**src/inc/mdf_pkg.sv**
```systemverilog
// Constants, register layout and carrier types of the motor driver fault supervisor.
package mdf_pkg;

    // ==========================================================
    // Clock and timing
    localparam int CLK_NS = 20;
    localparam int CNT_W = 18;
    localparam int DEG_W = 6;
    localparam int NUM_FET = 6;
    // Fixed overcurrent deglitch, and the longer selectable one.
    localparam int OVERCURRENT_DEGLITCH_SEL_HW_NS = 600;
    localparam int OVERCURRENT_DEGLITCH_SEL_LONG_NS = 1200;
    localparam logic [DEG_W-1:0] DEG_HW_CYC =
        DEG_W'((OVERCURRENT_DEGLITCH_SEL_HW_NS + CLK_NS - 1) / CLK_NS);
    localparam logic [DEG_W-1:0] DEG_LONG_CYC =
        DEG_W'((OVERCURRENT_DEGLITCH_SEL_LONG_NS + CLK_NS - 1) / CLK_NS);
    // Longest low time of a clear-faults pulse on the sleep pin.
    localparam int RST_WIN_NS = 10000;
    localparam logic [CNT_W-1:0] RST_WIN_CYC = CNT_W'(RST_WIN_NS / CLK_NS);

    // ==========================================================
    // Register map
    localparam logic [7:0] ADR_STATUS = 8'h00;
    localparam logic [7:0] ADR_CTRL = 8'h04;
    localparam logic [7:0] ADR_LIVE = 8'h08;
    localparam int CLR_BIT = 0;

    // Overcurrent response codes.
    localparam logic [1:0] OCP_LATCH = 2'h0;
    localparam logic [1:0] OCP_RETRY = 2'h1;
    localparam logic [1:0] OCP_REPORT = 2'h2;
    localparam logic [1:0] OCP_OFF = 2'h3;

    // ==========================================================
    // Types
    typedef enum logic [1:0] {MDF_SLEEP, MDF_WAKE, MDF_RUN, MDF_ENTER} mdf_pwr_type;

    typedef struct packed {
        logic buck_undervolt_flag;
        logic pump_low;
        logic ov22;
        logic ov34;
        logic buck_oc;
        logic overtemp_warn_flag;
        logic tsd_fet;
        logic tsd;
        logic sleep_n;
        logic vm_ok;
        logic overcurrent_level_sel_pin;
        logic serial_var;
        logic [NUM_FET-1:0] fet_oc;
    } mdf_cond_type;

    typedef struct packed {
        logic overcurrent_deglitch_sel;
        logic overcurrent_level_sel;
        logic [1:0] overcurrent_mode_sel;
        logic overtemp_warn_report;
        logic ovp_lvl;
        logic overvolt_enable;
        logic spare;
    } mdf_ctrl_type;

    typedef struct packed {
        logic [NUM_FET-1:0] fet_ocp;
        logic thermal_shutdown_flag;
        logic ot_sum;
        logic overtemp_warn_flag;
        logic overcurrent_flag;
        logic ov;
        logic pump_uv;
        logic buck_oc;
        logic buck_undervolt_flag;
        logic buck_flt;
        logic fault;
    } mdf_flags_type;

    typedef struct packed {
        logic fault_n;
        logic fet_en;
        logic csa_en;
        logic buck_en;
        logic pump_en;
        logic analog_en;
        logic serial_en;
        logic overcurrent_level_sel;
    } mdf_drive_type;

    typedef struct packed {
        logic cyc;
        logic stb;
        logic we;
        logic [7:0] adr;
        logic [3:0] sel;
        logic [31:0] dat;
    } mdf_wb_req_type;

    typedef struct packed {
        logic ack;
        logic [31:0] dat;
    } mdf_wb_rsp_type;

    typedef struct packed {
        mdf_cond_type s1;
        mdf_cond_type s2;
        logic serial;
        mdf_ctrl_type ctrl;
        mdf_flags_type flags;
        mdf_drive_type drv;
        mdf_wb_rsp_type rsp;
        mdf_pwr_type pwr;
        logic [CNT_W-1:0] pwr_cnt;
        logic [CNT_W-1:0] retry_cnt;
        logic [CNT_W-1:0] bk_cnt;
        logic [NUM_FET-1:0][DEG_W-1:0] deg_cnt;
        logic ocp_hold;
        logic clr;
    } mdf_state_type;

    localparam mdf_ctrl_type CTRL_RST = '0;
    localparam mdf_drive_type DRV_RST = 8'h80;

endpackage

```
**src/rtl/mdf_supervisor.sv**
```systemverilog
// Fault supervision and power-mode control of a three-phase motor driver.
//
// Added by the designer: the address map and the Wishbone interface to the registers.
`timescale 1ns/100ps

module mdf_supervisor #(
    parameter int RETRY_US = 5000,
    parameter int SLEEP_US = 120,
    parameter int WAKE_US = 1000
) (
    input wire logic ref_clk,
    input wire logic rst,
    input wire mdf_pkg::mdf_cond_type cond,
    input wire mdf_pkg::mdf_wb_req_type wb_req,
    output mdf_pkg::mdf_wb_rsp_type wb_rsp,
    output mdf_pkg::mdf_drive_type drv
);

    // ==========================================================
    // Derived cycle counts
    localparam logic [mdf_pkg::CNT_W-1:0] RETRY_CYC =
        mdf_pkg::CNT_W'((RETRY_US * 1000 + mdf_pkg::CLK_NS - 1) / mdf_pkg::CLK_NS);
    localparam logic [mdf_pkg::CNT_W-1:0] SLEEP_CYC =
        mdf_pkg::CNT_W'((SLEEP_US * 1000 + mdf_pkg::CLK_NS - 1) / mdf_pkg::CLK_NS);
    localparam logic [mdf_pkg::CNT_W-1:0] WAKE_CYC =
        mdf_pkg::CNT_W'((WAKE_US * 1000 + mdf_pkg::CLK_NS - 1) / mdf_pkg::CLK_NS);

    mdf_pkg::mdf_state_type st_q;
    mdf_pkg::mdf_state_type st_d;
    logic [1:0] eff_mode;
    logic [mdf_pkg::DEG_W-1:0] deg_lim;
    logic ov_cond;
    logic regs_on;
    logic active;
    logic moving;
    logic [mdf_pkg::NUM_FET-1:0] fet_ev;
    logic ocp_ev;
    logic bk_ev;
    logic rst_pulse;
    logic bus_wr;
    logic clr_wr;
    logic any_fault;
    logic deg_idle;

    // Effective configuration; the pin variant ignores the serial mode, deglitch, overvoltage and level settings.
    assign eff_mode = st_q.serial ? st_q.ctrl.overcurrent_mode_sel : mdf_pkg::OCP_LATCH;
    assign deg_lim = (st_q.serial && st_q.ctrl.overcurrent_deglitch_sel) ? mdf_pkg::DEG_LONG_CYC
                                                         : mdf_pkg::DEG_HW_CYC;
    assign ov_cond = st_q.serial
        ? (st_q.ctrl.overvolt_enable && (st_q.ctrl.ovp_lvl ? st_q.s2.ov22 : st_q.s2.ov34))
        : st_q.s2.ov34;

    // Regulators run outside sleep; FETs only once the wake delay has passed.
    assign regs_on = (st_q.pwr != mdf_pkg::MDF_SLEEP);
    assign active = (st_q.pwr == mdf_pkg::MDF_RUN) || (st_q.pwr == mdf_pkg::MDF_ENTER);
    // Regulators are changing state: waking, or past the reset-pulse window.
    assign moving = (st_q.pwr == mdf_pkg::MDF_WAKE)
        || (st_q.pwr == mdf_pkg::MDF_ENTER && st_q.pwr_cnt >= mdf_pkg::RST_WIN_CYC);

    // Overcurrent is an event only when a counter first reaches the deglitch limit.
    always_comb begin
        for (int i = 0; i < mdf_pkg::NUM_FET; i++) begin
            fet_ev[i] = st_q.s2.fet_oc[i] && (eff_mode != mdf_pkg::OCP_OFF)
                && (st_q.deg_cnt[i] == deg_lim - 6'h01);
        end
    end
    assign ocp_ev = |fet_ev;
    assign deg_idle = (st_q.deg_cnt == '0);
    assign bk_ev = st_q.s2.buck_oc && (st_q.bk_cnt == '0) && regs_on;

    // A high level back on the pin within the window is a clear, not a sleep.
    assign rst_pulse = (st_q.pwr == mdf_pkg::MDF_ENTER) && st_q.s2.sleep_n
        && (st_q.pwr_cnt < mdf_pkg::RST_WIN_CYC);

    // A write takes effect at the edge where the master sees the ack.
    assign bus_wr = wb_req.cyc && wb_req.stb && wb_req.we && st_q.rsp.ack
        && (wb_req.adr == mdf_pkg::ADR_CTRL) && wb_req.sel[0];
    assign clr_wr = bus_wr && wb_req.dat[mdf_pkg::CLR_BIT];

    // Every source that is still asking for the fault pin.
    assign any_fault = regs_on && (st_q.s2.buck_undervolt_flag || st_q.s2.pump_low || ov_cond
        || (st_q.ocp_hold && eff_mode != mdf_pkg::OCP_OFF)
        || (st_q.retry_cnt != '0) || (st_q.bk_cnt != '0)
        || (st_q.s2.overtemp_warn_flag && st_q.ctrl.overtemp_warn_report)
        || st_q.s2.tsd_fet || st_q.s2.tsd);

    // ==========================================================
    // Next state
    always_comb begin
        st_d = st_q;
        // Two-stage synchroniser on every comparator and pin.
        st_d.s1 = cond;
        st_d.s2 = st_q.s1;
        st_d.clr = clr_wr || rst_pulse;

        // Straps are sampled while asleep, so they are settled before use.
        if (st_q.pwr == mdf_pkg::MDF_SLEEP) begin
            st_d.serial = st_q.s2.serial_var;
        end

        // Power sequencing.
        unique case (st_q.pwr)
            mdf_pkg::MDF_SLEEP: begin
                st_d.pwr_cnt = '0;
                if (st_q.s2.sleep_n && st_q.s2.vm_ok) begin
                    st_d.pwr = mdf_pkg::MDF_WAKE;
                end
            end
            mdf_pkg::MDF_WAKE: begin
                st_d.pwr_cnt = st_q.pwr_cnt + 18'h00001;
                if (!st_q.s2.sleep_n || !st_q.s2.vm_ok) begin
                    st_d.pwr = mdf_pkg::MDF_SLEEP;
                end else if (st_q.pwr_cnt >= WAKE_CYC - 18'h00001) begin
                    st_d.pwr = mdf_pkg::MDF_RUN;
                end
            end
            mdf_pkg::MDF_RUN: begin
                st_d.pwr_cnt = '0;
                if (!st_q.s2.vm_ok) begin
                    st_d.pwr = mdf_pkg::MDF_SLEEP;
                end else if (!st_q.s2.sleep_n) begin
                    st_d.pwr = mdf_pkg::MDF_ENTER;
                end
            end
            mdf_pkg::MDF_ENTER: begin
                st_d.pwr_cnt = st_q.pwr_cnt + 18'h00001;
                if (rst_pulse) begin
                    st_d.pwr = mdf_pkg::MDF_RUN;
                end else if (st_q.pwr_cnt >= SLEEP_CYC - 18'h00001 || !st_q.s2.vm_ok) begin
                    st_d.pwr = mdf_pkg::MDF_SLEEP;
                end
            end
        endcase

        // Control register; the serial port forgets its settings in sleep.
        if (st_q.pwr == mdf_pkg::MDF_SLEEP) begin
            st_d.ctrl = mdf_pkg::CTRL_RST;
        end else if (bus_wr) begin
            st_d.ctrl = mdf_pkg::mdf_ctrl_type'(wb_req.dat[7:0]);
            st_d.ctrl.spare = 1'b0;
        end

        // Deglitch counters saturate at the limit, so one event per episode.
        for (int i = 0; i < mdf_pkg::NUM_FET; i++) begin
            if (st_q.s2.fet_oc[i] && eff_mode != mdf_pkg::OCP_OFF && active) begin
                if (st_q.deg_cnt[i] < deg_lim) begin
                    st_d.deg_cnt[i] = st_q.deg_cnt[i] + 6'h01;
                end
            end else begin
                st_d.deg_cnt[i] = '0;
            end
        end

        // Latched and report modes hold until cool and cleared.
        if (ocp_ev && (eff_mode == mdf_pkg::OCP_LATCH || eff_mode == mdf_pkg::OCP_REPORT)) begin
            st_d.ocp_hold = 1'b1;
        end else if (st_q.clr && st_q.s2.fet_oc == '0) begin
            st_d.ocp_hold = 1'b0;
        end

        // Retry timers recover by themselves.
        if (ocp_ev && eff_mode == mdf_pkg::OCP_RETRY) begin
            st_d.retry_cnt = RETRY_CYC;
        end else if (st_q.retry_cnt != '0) begin
            st_d.retry_cnt = st_q.retry_cnt - 18'h00001;
        end
        if (bk_ev) begin
            st_d.bk_cnt = RETRY_CYC;
        end else if (st_q.bk_cnt != '0) begin
            st_d.bk_cnt = st_q.bk_cnt - 18'h00001;
        end

        // Sticky flags: a new event always wins over a clear in the same cycle.
        if (st_q.clr) begin
            st_d.flags.fault = 1'b0;
            st_d.flags.buck_undervolt_flag = 1'b0;
            st_d.flags.buck_flt = 1'b0;
            st_d.flags.pump_uv = 1'b0;
            st_d.flags.ov = 1'b0;
            st_d.flags.overcurrent_flag = 1'b0;
            st_d.flags.fet_ocp = '0;
            st_d.flags.ot_sum = 1'b0;
            st_d.flags.thermal_shutdown_flag = 1'b0;
            st_d.flags.overtemp_warn_flag = st_q.s2.overtemp_warn_flag && st_q.flags.overtemp_warn_flag;
        end
        if (st_q.bk_cnt == 18'h00001) begin
            st_d.flags.buck_oc = 1'b0;
            st_d.flags.buck_flt = 1'b0;
        end
        if (regs_on && st_q.s2.buck_undervolt_flag) begin
            st_d.flags.buck_undervolt_flag = 1'b1;
            st_d.flags.buck_flt = 1'b1;
            st_d.flags.fault = 1'b1;
        end
        if (bk_ev) begin
            st_d.flags.buck_oc = 1'b1;
            st_d.flags.buck_flt = 1'b1;
            st_d.flags.fault = 1'b1;
        end
        if (regs_on && st_q.s2.pump_low) begin
            st_d.flags.pump_uv = 1'b1;
            st_d.flags.fault = 1'b1;
        end
        if (regs_on && ov_cond) begin
            st_d.flags.ov = 1'b1;
            st_d.flags.fault = 1'b1;
        end
        if (ocp_ev) begin
            st_d.flags.overcurrent_flag = 1'b1;
            st_d.flags.fet_ocp = st_q.flags.fet_ocp | fet_ev;
            st_d.flags.fault = 1'b1;
        end
        if (regs_on && st_q.s2.overtemp_warn_flag) begin
            st_d.flags.overtemp_warn_flag = 1'b1;
            st_d.flags.ot_sum = 1'b1;
        end
        if (regs_on && (st_q.s2.tsd_fet || st_q.s2.tsd)) begin
            st_d.flags.thermal_shutdown_flag = 1'b1;
            st_d.flags.ot_sum = 1'b1;
            st_d.flags.fault = 1'b1;
        end

        // Power gating; the buck is the only thing a buck fault stops.
        st_d.drv.fet_en = active && !st_q.s2.pump_low && !ov_cond && !st_q.s2.tsd_fet
            && !st_q.s2.tsd && (st_q.retry_cnt == '0)
            && !(st_q.ocp_hold && eff_mode == mdf_pkg::OCP_LATCH);
        st_d.drv.buck_en = regs_on && !st_q.s2.buck_undervolt_flag && (st_q.bk_cnt == '0)
            && !st_q.s2.tsd;
        st_d.drv.pump_en = regs_on && !st_q.s2.tsd_fet && !st_q.s2.tsd;
        st_d.drv.analog_en = regs_on;
        st_d.drv.serial_en = regs_on;
        st_d.drv.csa_en = active;
        st_d.drv.overcurrent_level_sel = st_q.serial ? st_q.ctrl.overcurrent_level_sel : st_q.s2.overcurrent_level_sel_pin;
        st_d.drv.fault_n = !(any_fault || moving);

        // Wishbone slave: one wait state, then a single-cycle ack.
        st_d.rsp.ack = wb_req.cyc && wb_req.stb && !st_q.rsp.ack;
        st_d.rsp.dat = '0;
        if (st_d.rsp.ack) begin
            unique case (wb_req.adr)
                mdf_pkg::ADR_STATUS: st_d.rsp.dat = {16'h0000, st_q.flags};
                mdf_pkg::ADR_CTRL: st_d.rsp.dat = {24'h000000, st_q.ctrl};
                mdf_pkg::ADR_LIVE: st_d.rsp.dat = {21'h000000, st_q.serial, st_q.pwr, st_q.drv};
                default: st_d.rsp.dat = '0;
            endcase
        end
    end

    // ==========================================================
    // State register
    always_ff @(posedge ref_clk) begin
        if (rst) begin
            st_q <= '0;
            st_q.pwr <= mdf_pkg::MDF_SLEEP;
            st_q.ctrl <= mdf_pkg::CTRL_RST;
            st_q.drv <= mdf_pkg::DRV_RST;
        end else begin
            st_q <= st_d;
        end
    end

    assign wb_rsp = st_q.rsp;
    assign drv = st_q.drv;
endmodule

```
**config.mk**
```make
export PLATFORM = sky130hd
export DESIGN_NAME = mdf_supervisor
export DESIGN_NICKNAME = d
export VERILOG_FILES = /design/src/inc/mdf_pkg.sv /design/src/rtl/mdf_supervisor.sv
export SDC_FILE = /design/constraint.sdc
export NUM_CORES = 1
export LEC_CHECK = 0
export BUFFER_PORTS_ARGS = -buffer_cell sky130_fd_sc_hd__buf_2
export CORE_ASPECT_RATIO = 1.25
export CORE_MARGIN = 5
export CORE_UTILIZATION = 62
export DETAILED_ROUTE_END_ITERATION = 7
export PLACE_DENSITY = 0.89
export SLEW_MARGIN = 30
export SYNTH_ARGS = -nofsm -noshare
export SYNTH_HDL_FRONTEND = slang
export SYNTH_SLANG_ARGS = --single-unit
```
**constraint.sdc**
```tcl
create_clock -name ref_clk -period 5.8 [get_ports ref_clk]
set_input_delay 1.16 -clock ref_clk [delete_from_list [all_inputs] [get_ports ref_clk]]
set_output_delay 1.16 -clock ref_clk [all_outputs]
set_load 0.01 [all_outputs]
```
# Word level (Yosys, flattened, before mapping)

Cells that the tools add are included.

Register bits after elaboration: 194
Input bits: 67
Output and inout bits: 41
Logic and storage cells: 268

Add/subtract/negate cells: 10
Order comparisons: 10
Equality and inequality tests: 19
Multiplexer cells: 37
Bitwise logic cells: 8
Reductions and logical operators: 117

Operators with widths:

| kind                                                                | count |
|---|---|
| case mux 20 bit (4 select lines)                                    | 1 |
| 2-to-1 mux 18 bit                                                   | 4 |
| logical AND 1 bit                                                   | 57 |
| case mux 16 bit (3 select lines)                                    | 1 |
| adder 6 x 1 -> 6 bit, second input constant                         | 6 |
| == test 6 bit                                                       | 6 |
| zero test 18 bit                                                    | 2 |
| less-than comparator 6 bit                                          | 6 |
| nonzero test 18 bit                                                 | 2 |
| subtractor 18 x 1 -> 18 bit, second input constant                  | 2 |
| 2-to-1 mux 2 bit                                                    | 11 |
| nonzero test 2 bit                                                  | 11 |
| OR reduction 2 bit                                                  | 10 |
| adder 18 x 1 -> 18 bit, second input constant                       | 1 |
| == test 18 x 1 -> 1 bit, second input constant                      | 1 |
| greater-or-equal comparator 18 x 13 -> 1 bit, second input constant | 1 |
| greater-or-equal comparator 18 x 16 -> 1 bit, second input constant | 1 |
| greater-or-equal comparator 18 x 9 -> 1 bit, second input constant  | 1 |
| less-than comparator 18 x 9 -> 1 bit, second input constant         | 1 |
| logical OR 1 bit                                                    | 16 |
| 2-to-1 mux 1 bit                                                    | 15 |
| 2-to-1 mux 12 bit                                                   | 1 |
| 2-to-1 mux 6 bit                                                    | 2 |
| zero test 1 bit                                                     | 10 |
| other kinds (20)                                                    | 32 |

# Depth between registers and ports, before layout

Gate-level depths: netlist (run 1).

Depth in word-level cells: 13
Mapped depth: 9
Mapped depth without buffers: 7

# Worst setup path before layout (run 1)

OpenSTA, ideal clock, no wires.

Kind: input -> register
Start: input wb_req[38] in the netlist's numbering
End: register st_q[152] in the netlist's numbering
Setup time: 0.128 ns
Data arrival time: 2.815 ns
Required time: 5.672 ns
Path slack: 2.857 ns
Cell stages on the path: 7
Buffers on the path: 2
Cells stage by stage: clkbuf_1 nor2b_1 clkbuf_1 nand2_1 nor4_2 mux2i_1 nor2_1

Longest elaborated chain between the ends: 3

Ends and longest elaborated chain:

| element                        | RTL line              | RTL |
|---|---|---|
| start, declared                | mdf_supervisor.sv:14  | `input wire mdf_pkg::mdf_wb_req_type wb_req,` |
| == test 8 x 3 -> 1 bit         | mdf_supervisor.sv:77  | `&& (wb_req.adr == mdf_pkg::ADR_CTRL) && wb_req.sel[0];` |
| logical AND 1 bit (2 in a row) | mdf_supervisor.sv:77  |  |
| end signal, assigned           | mdf_supervisor.sv:258 | `st_q <= st_d;` |
| end, declared                  | mdf_supervisor.sv:28  | `mdf_pkg::mdf_state_type st_q;` |

Every way passes these cells.
A chain may end at the register's enable or synchronous reset.

# Worst setup path in the final report (run 1)

Start: register st_q[159] in the netlist's numbering
End: register st_q[58] in the netlist's numbering

Longest elaborated chain between the ends: 8
Elaborated cells on any way between the ends: 27
Those cells by class: add/sub (1); eq/ne (8); mux (2); reduce/logical (16)

Ends and longest elaborated chain:

| element                        | RTL line              | RTL |
|---|---|---|
| logical AND 1 bit              | mdf_supervisor.sv:47  | `assign deg_lim = (st_q.serial && st_q.ctrl.overcurrent_deglitch_sel) ? mdf_pkg::DEG_LONG_CYC` |
| 2-to-1 mux 6 bit               | mdf_supervisor.sv:47  |  |
| subtractor 6 x 1 -> 6 bit      | mdf_supervisor.sv:64  | `&& (st_q.deg_cnt[i] == deg_lim - 6'h01);` |
| == test 6 bit                  | mdf_supervisor.sv:64  |  |
| logical AND 1 bit              | mdf_supervisor.sv:64  |  |
| OR reduction 6 bit             | mdf_supervisor.sv:67  | `assign ocp_ev = \|fet_ev;` |
| logical AND 1 bit *            | mdf_supervisor.sv:162 | `if (ocp_ev && eff_mode == mdf_pkg::OCP_RETRY) begin` |
| OR reduction 2 bit (no line) * | n/a                   |  |

Every way passes the cells marked *; elsewhere a longest branch is shown, timed or not.

==> impl_results.md, run 1 <==
- Status: completed
- Pin count of the biggest net entering global routing: 51
- Crit path cell chain: nand2_1 -> ha_1 -> and3_1 -> o2111ai_1 -> o2111ai_1 -> o21ai_2 -> and3b_1
- Crit path capture: st_q[58]
- LEAKAGE: 3.45 nW
- Reg2reg end: st_q[58]
- Syn Inst Count: 882
- Num ports: 108
- Final net count: roughly 1000
- Final GP Congestion: 0.833
- Met1 GRT Util: between 20% and 30%
- Most frequently used flop master after synthesis: dfxtp_1
- Largest area contributor in the netlist: dfxtp_1
- Total of max-cap violations: 0
- Cell area after synthesis: 7960 sq um
- PostCTS Resize Cnt: 0
- R2R setup slack: 2.63 ns
- Final hold vios: 0
- M3 GR Usage: 4.33%
- Vias per cell: 5.56
- Fill count: 994
- Most used routing layer: met2
- Final setup violation count: 0
- Detailed Route Iter0 Violations: 356
- Most used cell, CP: o2111ai_1
- Worst R2R Path Depth: 7
- CP Launch Point: st_q[159]
- Crit path DAT: 3.56 ns
- DR pass1 iterations: 5
- Area share of the largest cell type after synthesis: 44.8%
- Die width: 111 microns
- CP Data Required Time: 6.18 ns
- CP Buf/Inv Count: 0
- First-pass GRT wire length: between 20 and 30 mm
- Post-Route WL: 16.1 mm
- Min-Delay Path Class: flip-flop to flip-flop
- CTS Root Cell: clkbuf_16
- Layout Skew: 0.00867 ns
- Slew headroom: 47.8%
- VDD IR-drop max: 0.000348 V
- Final ANT Viol Nets: 0
- Final Cycle Share: between 50 and 60%
- Setup crit end kind: flip-flop
- Setup TNS: 0 ns
- Layout cells sized above 1: between 10% and 20%
- Clock Tree Buf Depth: 2
- Startpoint types: flip-flop
- F_max: 315 MHz
- Site row count: 46
- GRT overflow: 0
- Area grow syn2layout: 9.40%
- WL/cell: 14.7 microns
- CP max stage delay: 0.66 ns
- Setup Buffers After CTS: 0
- Cell with the most instances after synthesis: dfxtp_1
- Worst Path Class, Setup: flip-flop to flip-flop
- Clk sink count: ~180
- Starting density of the core: 62.9%
- CTS tree: done
- Commonest cells in the netlist: dfxtp_1, nor2_1, nand2_1, a21oi_1, nor2b_1
- Worst R2R Start: st_q[159]
- Clock latency on the worst-skew pair: 0.44 ns
- EDFF count, synth: 0
- Vias in the first global route: 5870
- Synth warn: 0
- Slew Limit Fails: 0
- Core area: 12700 sq um
- Detailed-placement wirelength estimate: 11.3 mm
- Initial antenna violation count: 0
- Least-Margin Pin Slew: 0.782 ns
- RSZ-0062 raised after global routing: no
- Clock buffer count from CTS: 17
- Avg Inst Size Synth: 9.03 sq um
- Tmin final: 3.17 ns
- WHS Path Cells: 1
- Die area: 15200 sq um
- Crit path max fanout: 18
- CTS Hold Bufs: 0
- PD cells: 388 nW/um^2
- H-tree levels: 4
- Synth async-reset ratio: 0%
- Hold slack: 0.435 ns
- Top post-synthesis cells by area: dfxtp_1, nor2_1, xor2_1
- Input/output buffers: 64
- Number of library cell types mapped by synthesis: 62
- Met2 usage: 40.3%
- Drc violations: 0
- CP max stage cell: dfxtp_1
- Die Height: 137 microns
- Sequential fraction of the synthesis area: 44.8%
- Total GRT Usage: 21.5%
- Worst-path clk slew: 0.07 ns
- Final Util: 68.8%
- Post-synthesis register bit count: 178
- Routed vias: 6074
- Critical Path Stages: 7
- N_diodes: 0
- Top delay family on crit path: simple AND/OR/NAND/NOR gates
## cells in the final DEF (no fill, tap or decap), types with 9 or more instances in the layout
cell type | synthesis | final
a211oi_1 | 10 | 10
a21oi_1 | 44 | 44
a31oi_1 | 10 | 10
and3_1 | 13 | 13
and3b_1 | 15 | 15
buf_2 | 1 | 64
clkbuf_16 | 0 | 17
conb_1 | 1 | 16
dfxtp_1 | 178 | 178
ha_1 | 24 | 24
inv_1 | 32 | 32
mux2i_1 | 23 | 23
nand2_1 | 47 | 47
nand3_1 | 17 | 17
nand4_1 | 19 | 19
nor2_1 | 109 | 109
nor2b_1 | 42 | 42
nor3_1 | 22 | 22
nor4_1 | 9 | 9
o21ai_0 | 22 | 22
or3_1 | 14 | 14
or4_1 | 11 | 11
xnor2_1 | 25 | 25
xor2_1 | 41 | 41
## stage by stage
step / total power, W / instances / worst slack (ns) / cell area, sq um
2_1_floorplan: 0.00216 / 897 / 2.86 / 8020
3_3_place_gp: 0.00227 / 1061 / 2.49 / 8140
3_5_place_dp: 0.00230 / 1061 / 2.64 / 8150
4_1_cts: 0.00339 / 1093 / 2.67 / 8710
5_1_grt: 0.00357 / 1093 / 2.32 / 8710
6_report: 0.00338 / 1093 / 2.63 / 8710
## cells by family (layout without fill, tap and decap cells)
logic type                 Yosys count  count (layout)  share of synthesized area [%]
and+or+nand+nor                    357             357                           24.0
DFF                                178             178                           44.8
AOI/OAI and AO/OA                  129             129                           10.2
buffers and inverters              102             130                           6.76
xor gates and xnor gates            66              66                           7.26
muxes                               25              25                           3.18
adders and majority gates           24              24                           3.77
other                                1              16                         0.0471
## flip-flops by register name, summed over array words and instances (netlist names)
name and cells:
st_q 136, drv 7, wb_rsp 17, st_d 18
## layer usage
| metal | vias up | share of wire (%) |
|---|---|---|
| li1 | 3067 | - |
| met1 | 2854 | 40 |
| met2 | 121 | 54 |
| met3 | 32 | 3.9 |
| met4 | 0 | 2.5 |
| met5 | - | 0 |
## worst min path at each step
| stage | start | to |
|---|---|---|
| after detailed placement | st_d[170] | st_q[170] |
| final | st_d[170] | st_q[170] |
| after global routing | st_d[164] | st_q[164] |
| after global placement | st_d[169] | st_q[169] |
| after floorplan | st_d[160] | st_q[160] |
| after CTS | st_d[170] | st_q[170] |
## cell type report
type / count / area [sq um] / area share [%]
Clock buffer: 17 / 425 / 4.89
Multi-Input combinational cell: 617 / 3920 / 45.0
Clock inverter: 15 / 135 / 1.55
Timing Repair Buffer: 66 / 335 / 3.85
Inverter: 32 / 120 / 1.38
Tap cell: 168 / 210 / 2.41
Sequential cell: 178 / 3560 / 40.9
## power breakdown
group,internal (W),switching (W)
Combinational,0.000378,0.000466
Sequential,0.00134,0.000100
Clock,0.000570,0.000526
Note: power is estimated with default switching activity, not from simulation.
==> run 2: changes to the inputs <==
CORE_UTILIZATION = 52   (was 62)
PLACE_DENSITY = 0.8   (was 0.89)
clock period = 2.6 ns   (was 5.8 ns; I/O delays follow)
==> run 2 against run 1 <==
  * Sequential cell count stayed put
  * Routed wire length is 0.60% lower
  * Power is 130% higher
  * Clock-buffer cell count is 1 higher
  * Via count is 0.40% higher
  * Sequential share of layout area is 0.84 points lower
  * Final area is 2.1% higher
  * Critical path depth is 2 lower
  * Combinational power is 140% higher
  * First-iteration DRC count is 13% lower
  * Global-route usage is 3.2 points lower
  * Utilization is 9.6 points lower
  * Largest power group unchanged
==> impl_results.md, run 2 (synthesized netlist as in run 1, its figures left out) <==
- Status: completed
- Detailed Route Iter0 Violations: 311 (-13%)
- Setup Buffers After CTS: 0 (unchanged)
- CTS Hold Bufs: 0 (unchanged)
- Drc violations: 0 (unchanged)
- Slew Limit Fails: 0 (unchanged)
- Final Cycle Share: 90.3% (+36 points)
- Total GRT Usage: 18.4% (-3.2 points)
- Final GP Congestion: 0.875 (+5.0%)
- Dpl cells: 1089 (+2.6%)
- Biggest register: st_q
- F_max: 426 MHz (+35%)
- Clock buffer count from CTS: 17 (unchanged)
- First-pass GRT wire length: 26.9 mm (+0.46%)
- CTS Root Cell: clkbuf_16
- Detailed-placement wirelength estimate: 11.6 mm (+2.4%)
- Min-Delay Path Class: primary input to flip-flop
- Layout cells sized above 1: 13.4% (+1.2 points)
- Startpoint types: flip-flop
- Post-Route WL: 16.0 mm (-0.60%)
- Worst setup margin: 0.252 ns (-2.38 ns)
- Hold slack: 0.280 ns (-0.155 ns)
- Tmin final: 2.35 ns (-0.824 ns)
- CP Launch Point: st_q[45]
- RSZ-0062 raised after global routing: no
- Setup TNS: 0 ns (unchanged)
- N_diodes: 0 (unchanged)
- Worst-path clk slew: 0.07 ns (about the same)
- H-tree levels: 4 (unchanged)
- Final setup violation count: 0 (unchanged)
- Initial antenna violation count: 0 (unchanged)
- Area grow syn2layout: 11.7%
- Reg2reg end: st_q[55]
- DR pass1 iterations: 4 (-1)
- Clock latency on the worst-skew pair: 0.44 ns (about the same)
- Worst Path Class, Setup: flip-flop to flip-flop
- Post-Layout Cell Count: 1121 (+2.6%)
- Final ANT Viol Nets: 0 (unchanged)
- Vias in the first global route: 5831 (-0.66%)
- Worst slack, placed: 0.284 ns (-2.36 ns)
- Setup crit end kind: flip-flop
- CTS tree: done
- Pin count of the biggest net entering global routing: 36 (-29%)
- Number of flip-flops under the largest register name: 136 (unchanged)
- PostCTS Resize Cnt: 0 (unchanged)
- Total of max-cap violations: 0 (unchanged)
- Clk sink count: 178 (unchanged)
- Final Util: 59.2% (-9.6 points)
- Starting density of the core: 53.0% (-9.8 points)
- Commonest non-fill, non-tap cell in the layout: dfxtp_1
- Worst R2R Path Depth: 5 (-2)
- Crit path DAT: 2.71 ns (-0.85 ns)
- Layout Skew: 0.0132 ns (+0.00455 ns)
- Least-Margin Pin Slew: 0.638 ns (-0.144 ns)
- Site row count: 50 (+8.7%)
- Die width: 121 microns (+8.4%)
- Commonest non-fill, non-tap cells in the layout: dfxtp_1, nor2_1, buf_2
- Input/output buffers: 64 (unchanged)
- Crit path max fanout: 5 (-13)
- Core area: 15000 sq um (+19%)
- Clock Tree Buf Depth: 2 (unchanged)
- LEAKAGE: 3.55 nW (+2.7%)
- Routed vias: 6098 (+0.40%)
- Num ports: 108 (unchanged)
- Fill count: 1280 (+29%)
- Vias per cell: 5.44 (-2.1%)
- WHS Path Cells: 2 (+1)
- CP Data Required Time: 2.96 ns (-3.22 ns)
- Slew headroom: 57.0% (+9.2 points)
- WL/cell: 14.2 microns (-3.1%)
- PD cells: 882 nW/um^2 (+130%)
- Die area: 17900 sq um (+18%)
- Die Height: 148 microns (+8.5%)
- Worst R2R Start: st_q[45]
- GRT overflow: 0 (unchanged)
- VDD IR-drop max: 0.000637 V (+83%)
- Final net count: 1017 (+1.4%)
- Crit path capture: st_q[55]
- Final hold vios: 0 (unchanged)
- R2R setup slack: 0.25 ns (-2.38 ns)
[run 2: cell types whose count changed in the layout (fill, tap and decap cells not counted), sizes merged]
cell / change
buf: +14
inv: -3
clkbuf: +1
clkinvlp: -1
bufinv: +1
clkinv: +2
[run 2: per-layer routing]
layer	global-route usage, %	part of all wire [%]
met3	3.80	3.9
met1	21.1	42
met2	32.4	51
met4	8.62	2.7
met5	0	0
[run 2: critical path: stages, from the launching register on]
cell and delay (ns):
dfxtp_1 0.35, or4_4 0.58, or4_4 0.52, or4_1 0.45, xor2_1 0.17, a211oi_2 0.21
[run 2: worst min path at each step]
stage | slack (ns) | endpoint | start
2_1_floorplan | 0.41 | st_q[160] | st_d[160]
5_1_grt | 0.28 | st_d[166] | cond[6]
4_1_cts | 0.27 | st_d[166] | cond[6]
3_3_place_gp | 0.42 | st_q[169] | st_d[169]
3_5_place_dp | 0.43 | st_q[169] | st_d[169]
6_report | 0.28 | st_d[166] | cond[6]
[run 2: power by group]
part | internal [W] | switching (W) | total (W)
clock network | 0.00142 | 0.00120 | 0.00262
logic | 0.000943 | 0.00107 | 0.00202
registers | 0.00299 | 0.000222 | 0.00321
total | 0.00535 | 0.00250 | 0.00784
[run 2: metrics by stage]
stage | power [W] | area, sq um
floorplan | 0.00482 | 8020
global placement | 0.00521 | 8270
detailed placement | 0.00526 | 8270
CTS | 0.00789 | 8890
global route | 0.00830 | 8890
finish | 0.00784 | 8890
[run 2: final cells by class]
| type | count | area, sq um | area share, % |
|---|---|---|---|
| sequential | 178 | 3560 | 40.1 |
| timing repair buffer | 80 | 440 | 4.95 |
| clock buffer | 18 | 439 | 4.94 |
| inverter | 32 | 120 | 1.35 |
| tap | 182 | 228 | 2.56 |
| clock inverter | 14 | 184 | 2.07 |
| multi-input combinational | 617 | 3920 | 44.0 |
==> run 3: changes to the inputs <==
ABC_AREA = 1   (was not set)
CAP_MARGIN = 0   (was not set)
CORE_UTILIZATION = 53   (was 52)
PLACE_DENSITY = 0.81   (was 0.8)
==> run 3 against run 2 <==
  * Clock-buffer cell count increased by 3
  * Synthesized cell count grew 38%
  * Maximum frequency up 7.8%
  * Utilization is 0.31 points lower
  * Power up 5.8%
  * Die area rose by 6.0%
  * Sequential share of layout area is 2.6 points lower
  * Via count is 22% higher
  * Worst hold slack better by 0.013 ns
  * Routed wire length up 16%
  * Final area up 6.9%
  * Critical path type unchanged
  * Non-clock buffer count down 6
==> impl_results.md, run 3 <==
- CTS Root Cell: clkbuf_16
- CTS tree: done
- Area share of the largest cell type after synthesis: 41.2% (-3.5 points)
- Crit path cell chain: nand2_4 -> ha_1 -> inv_1 -> nand3_1 -> nor2_1 -> nand3_2 -> nand2_1 -> nor2_4 -> nand2_4 -> nand2_8 -> nand2_4 -> nor2_1
- Commonest non-fill, non-tap cell in the layout: nand2_1
- Avg Inst Size Synth: 7.13 sq um (-21%)
- Number of library cell types mapped by synthesis: 41 (-34%)
- Tmin final: 2.18 ns (-0.171 ns)
- Synth async-reset ratio: 0% (unchanged)
- Total of max-cap violations: 0 (unchanged)
- Core area: 16100 sq um (+7.5%)
- Sw power: 0.00290 W (+16%)
- Final ANT Viol Nets: 0 (unchanged)
- Setup TNS: 0 ns (unchanged)
- Cell area after synthesis: 8640 sq um (+8.6%)
- Pin count of the biggest net entering global routing: 32 (-11%)
- Register share of total power: 39.2% (-1.7 points)
- Least-Margin Pin Slew: 0.949 ns (+0.311 ns)
- Crit path max fanout: 18 (+13)
- Net Sw Frac: 35.0% (+3.2 points)
- Clock buffer count from CTS: 17 (unchanged)
- GRT overflow: 0 (unchanged)
- Site row count: 52 (+4.0%)
- PostCTS Resize Cnt: 0 (unchanged)
- Top post-synthesis cells by area: dfxtp_1, nand2_1, inv_1
- Input/output buffers: 64 (unchanged)
- Drc violations: 0 (unchanged)
- Crit path DAT: 2.49 ns (-0.22 ns)
- Final instance area: 9500 sq um (+6.9%)
- Worst-path clk slew: 0.06 ns (about the same)
- Die Height: 153 microns (+3.0%)
- LEAKAGE: 4.24 nW (+20%)
- Post-Route WL: 18.5 mm (+16%)
- Number of flip-flops under the largest register name: 136 (unchanged)
- Combinational share of power: 31.0% (+5.3 points)
- First-pass GRT wire length: 31.7 mm (+18%)
- Clock Tree Buf Depth: 2 (unchanged)
- Final Cycle Share: 83.7% (-6.6 points)
- Final GP Congestion: 0.939 (+7.3%)
- DR pass1 iterations: 5 (+1)
- Layout Skew: 0.00531 ns (-0.00791 ns)
- CP max stage delay: 0.38 ns (-0.20 ns)
- Vias in the first global route: 6998 (+20%)
- EDFF count, synth: 0 (unchanged)
- Clk sink count: 178 (unchanged)
- Biggest register: st_q
- Syn Inst Count: 1213 (+38%)
- Vias per cell: 5.01 (-7.8%)
- Detailed-placement wirelength estimate: 13.7 mm (+18%)
- Layout cells sized above 1: 11.2% (-2.2 points)
- VDD IR-drop max: 0.000472 V (-26%)
- Final net count: 1350 (+33%)
- Largest area contributor in the netlist: dfxtp_1
- H-tree levels: 4 (unchanged)
- Setup Buffers After CTS: 0 (unchanged)
- Die area: 19000 sq um (+6.0%)
- Worst Path Class, Setup: flip-flop to flip-flop
- Routed vias: 7452 (+22%)
- Dpl cell area: 8930 sq um (+8.1%)
- F_max: 459 MHz (+7.8%)
- Area grow syn2layout: 9.94%
- Most used cell, CP: nand2_4
- Synth warn: 0 (unchanged)
- Cell with the most instances after synthesis: nand2_1
- N_diodes: 0 (unchanged)
- Pint: 0.00540 W (+0.93%)
- Starting density of the core: 53.6% (+0.55 points)
- Detailed Route Iter0 Violations: 486 (+56%)
- PD cells: 874 nW/um^2 (-0.99%)
- Commonest non-fill, non-tap cells in the layout: nand2_1, inv_1, dfxtp_1
- Total GRT Usage: 19.8% (+1.5 points)
- CP max stage cell: dfxtp_1
- Clk pwr share: 29.7% (-3.7 points)
- Sequential fraction of the synthesis area: 41.2% (-3.5 points)
- Setup crit end kind: flip-flop
- Final setup violation count: 0 (unchanged)
- Clock latency on the worst-skew pair: 0.43 ns (about the same)
- RSZ-0062 raised after global routing: no
- Num ports: 108 (unchanged)
- Commonest cells in the netlist: nand2_1, inv_1, dfxtp_1, nor2_1, nand3_1
- Top delay family on crit path: simple AND/OR/NAND/NOR gates
- Most frequently used flop master after synthesis: dfxtp_1
- Slew headroom: 36.1% (-21 points)
- Startpoint types: flip-flop
- Status: completed
- Die width: 124 microns (+2.9%)
- CP Data Required Time: 2.91 ns (-0.05 ns)
- WL/cell: 12.4 microns (-13%)
- Min-Delay Path Class: primary input to flip-flop
- Initial antenna violation count: 0 (unchanged)
- CP Buf/Inv Count: 1 (+1)
- CTS Hold Bufs: 0 (unchanged)
- Slew Limit Fails: 0 (unchanged)
- Final hold vios: 0 (unchanged)
- Post-synthesis register bit count: 178 (unchanged)
-- run 3: layout make-up --
type | count | area, sq um
multi-input cells | 800 | 4000
inverters | 188 | 706
well taps | 216 | 270
repair buffers | 74 | 395
flip-flops and latches | 178 | 3560
clock buffers | 21 | 460
clock inverters | 9 | 109
fillers | 1526 | 6630
-- run 3: cells by family (layout without fill, tap and decap cells) --
kind of cell               Yosys count  in the layout  share of synthesized area (%)
AOI/OAI and AO/OA                  130            130                           7.92
other                                1             16                         0.0434
DFF                                178            178                           41.2
buffers and inverters              250            292                           13.2
adders and majority gates           24             24                           3.47
and+or+nand+nor                    604            604                           31.5
xor gates and xnor gates            26             26                           2.63
-- run 3: worst min-delay path, delay by kind of cell --
| kind | cells | cell delay (ns) |
|---|---|---|
| simple gates | 1 | 0.06 |
| buf+inv | 2 | 0.10 |
-- run 3: metrics by stage --
| step | instances | setup WS (ns) | hold WS (ns) | utilization, % | power [W] |
|---|---|---|---|---|---|
| floorplan | 1228 | 0.743 | 0.388 | - | 0.00536 |
| global placement | 1456 | 0.434 | 0.393 | 55.4 | 0.00573 |
| detailed placement | 1456 | 0.422 | 0.396 | 55.4 | 0.00582 |
| CTS | 1486 | 0.416 | 0.280 | 58.9 | 0.00832 |
| global route | 1486 | 0.220 | 0.282 | 58.9 | 0.00884 |
| finish | 1486 | 0.423 | 0.293 | 58.9 | 0.00830 |
-- run 3: layer usage --
layer | vias to the layer above | share of wire (%) | GRT usage, %
met5 | - | 0 | 0
met4 | 0 | 2.2 | 7.36
met3 | 43 | 6.4 | 4.52
met2 | 214 | 48 | 34.1
met1 | 3352 | 44 | 24.2
li1 | 3843 | - | -
-- run 3: power groups by stage --
stage	logic (W)	registers, W	clock network [W]
2_1_floorplan	0.00212	0.00324	0
3_3_place_gp	0.00244	0.00329	0
3_5_place_dp	0.00252	0.00330	0
4_1_cts	0.00256	0.00325	0.00251
5_1_grt	0.00292	0.00329	0.00263
6_report	0.00258	0.00326	0.00247
-- run 3: path summary, 6_finish.rpt --
kind / start / endpoint / slack (ns) / depth (start not counted)
setup / recovery: st_q[158] / st_q[56] / 0.42 / 12
hold / removal: cond[12] / st_d[172] / 0.29 / 3
setup reg to reg: st_q[158] / st_q[56] / 0.42 / 12
hold reg to reg: st_d[173] / st_q[173] / 0.40 / 2
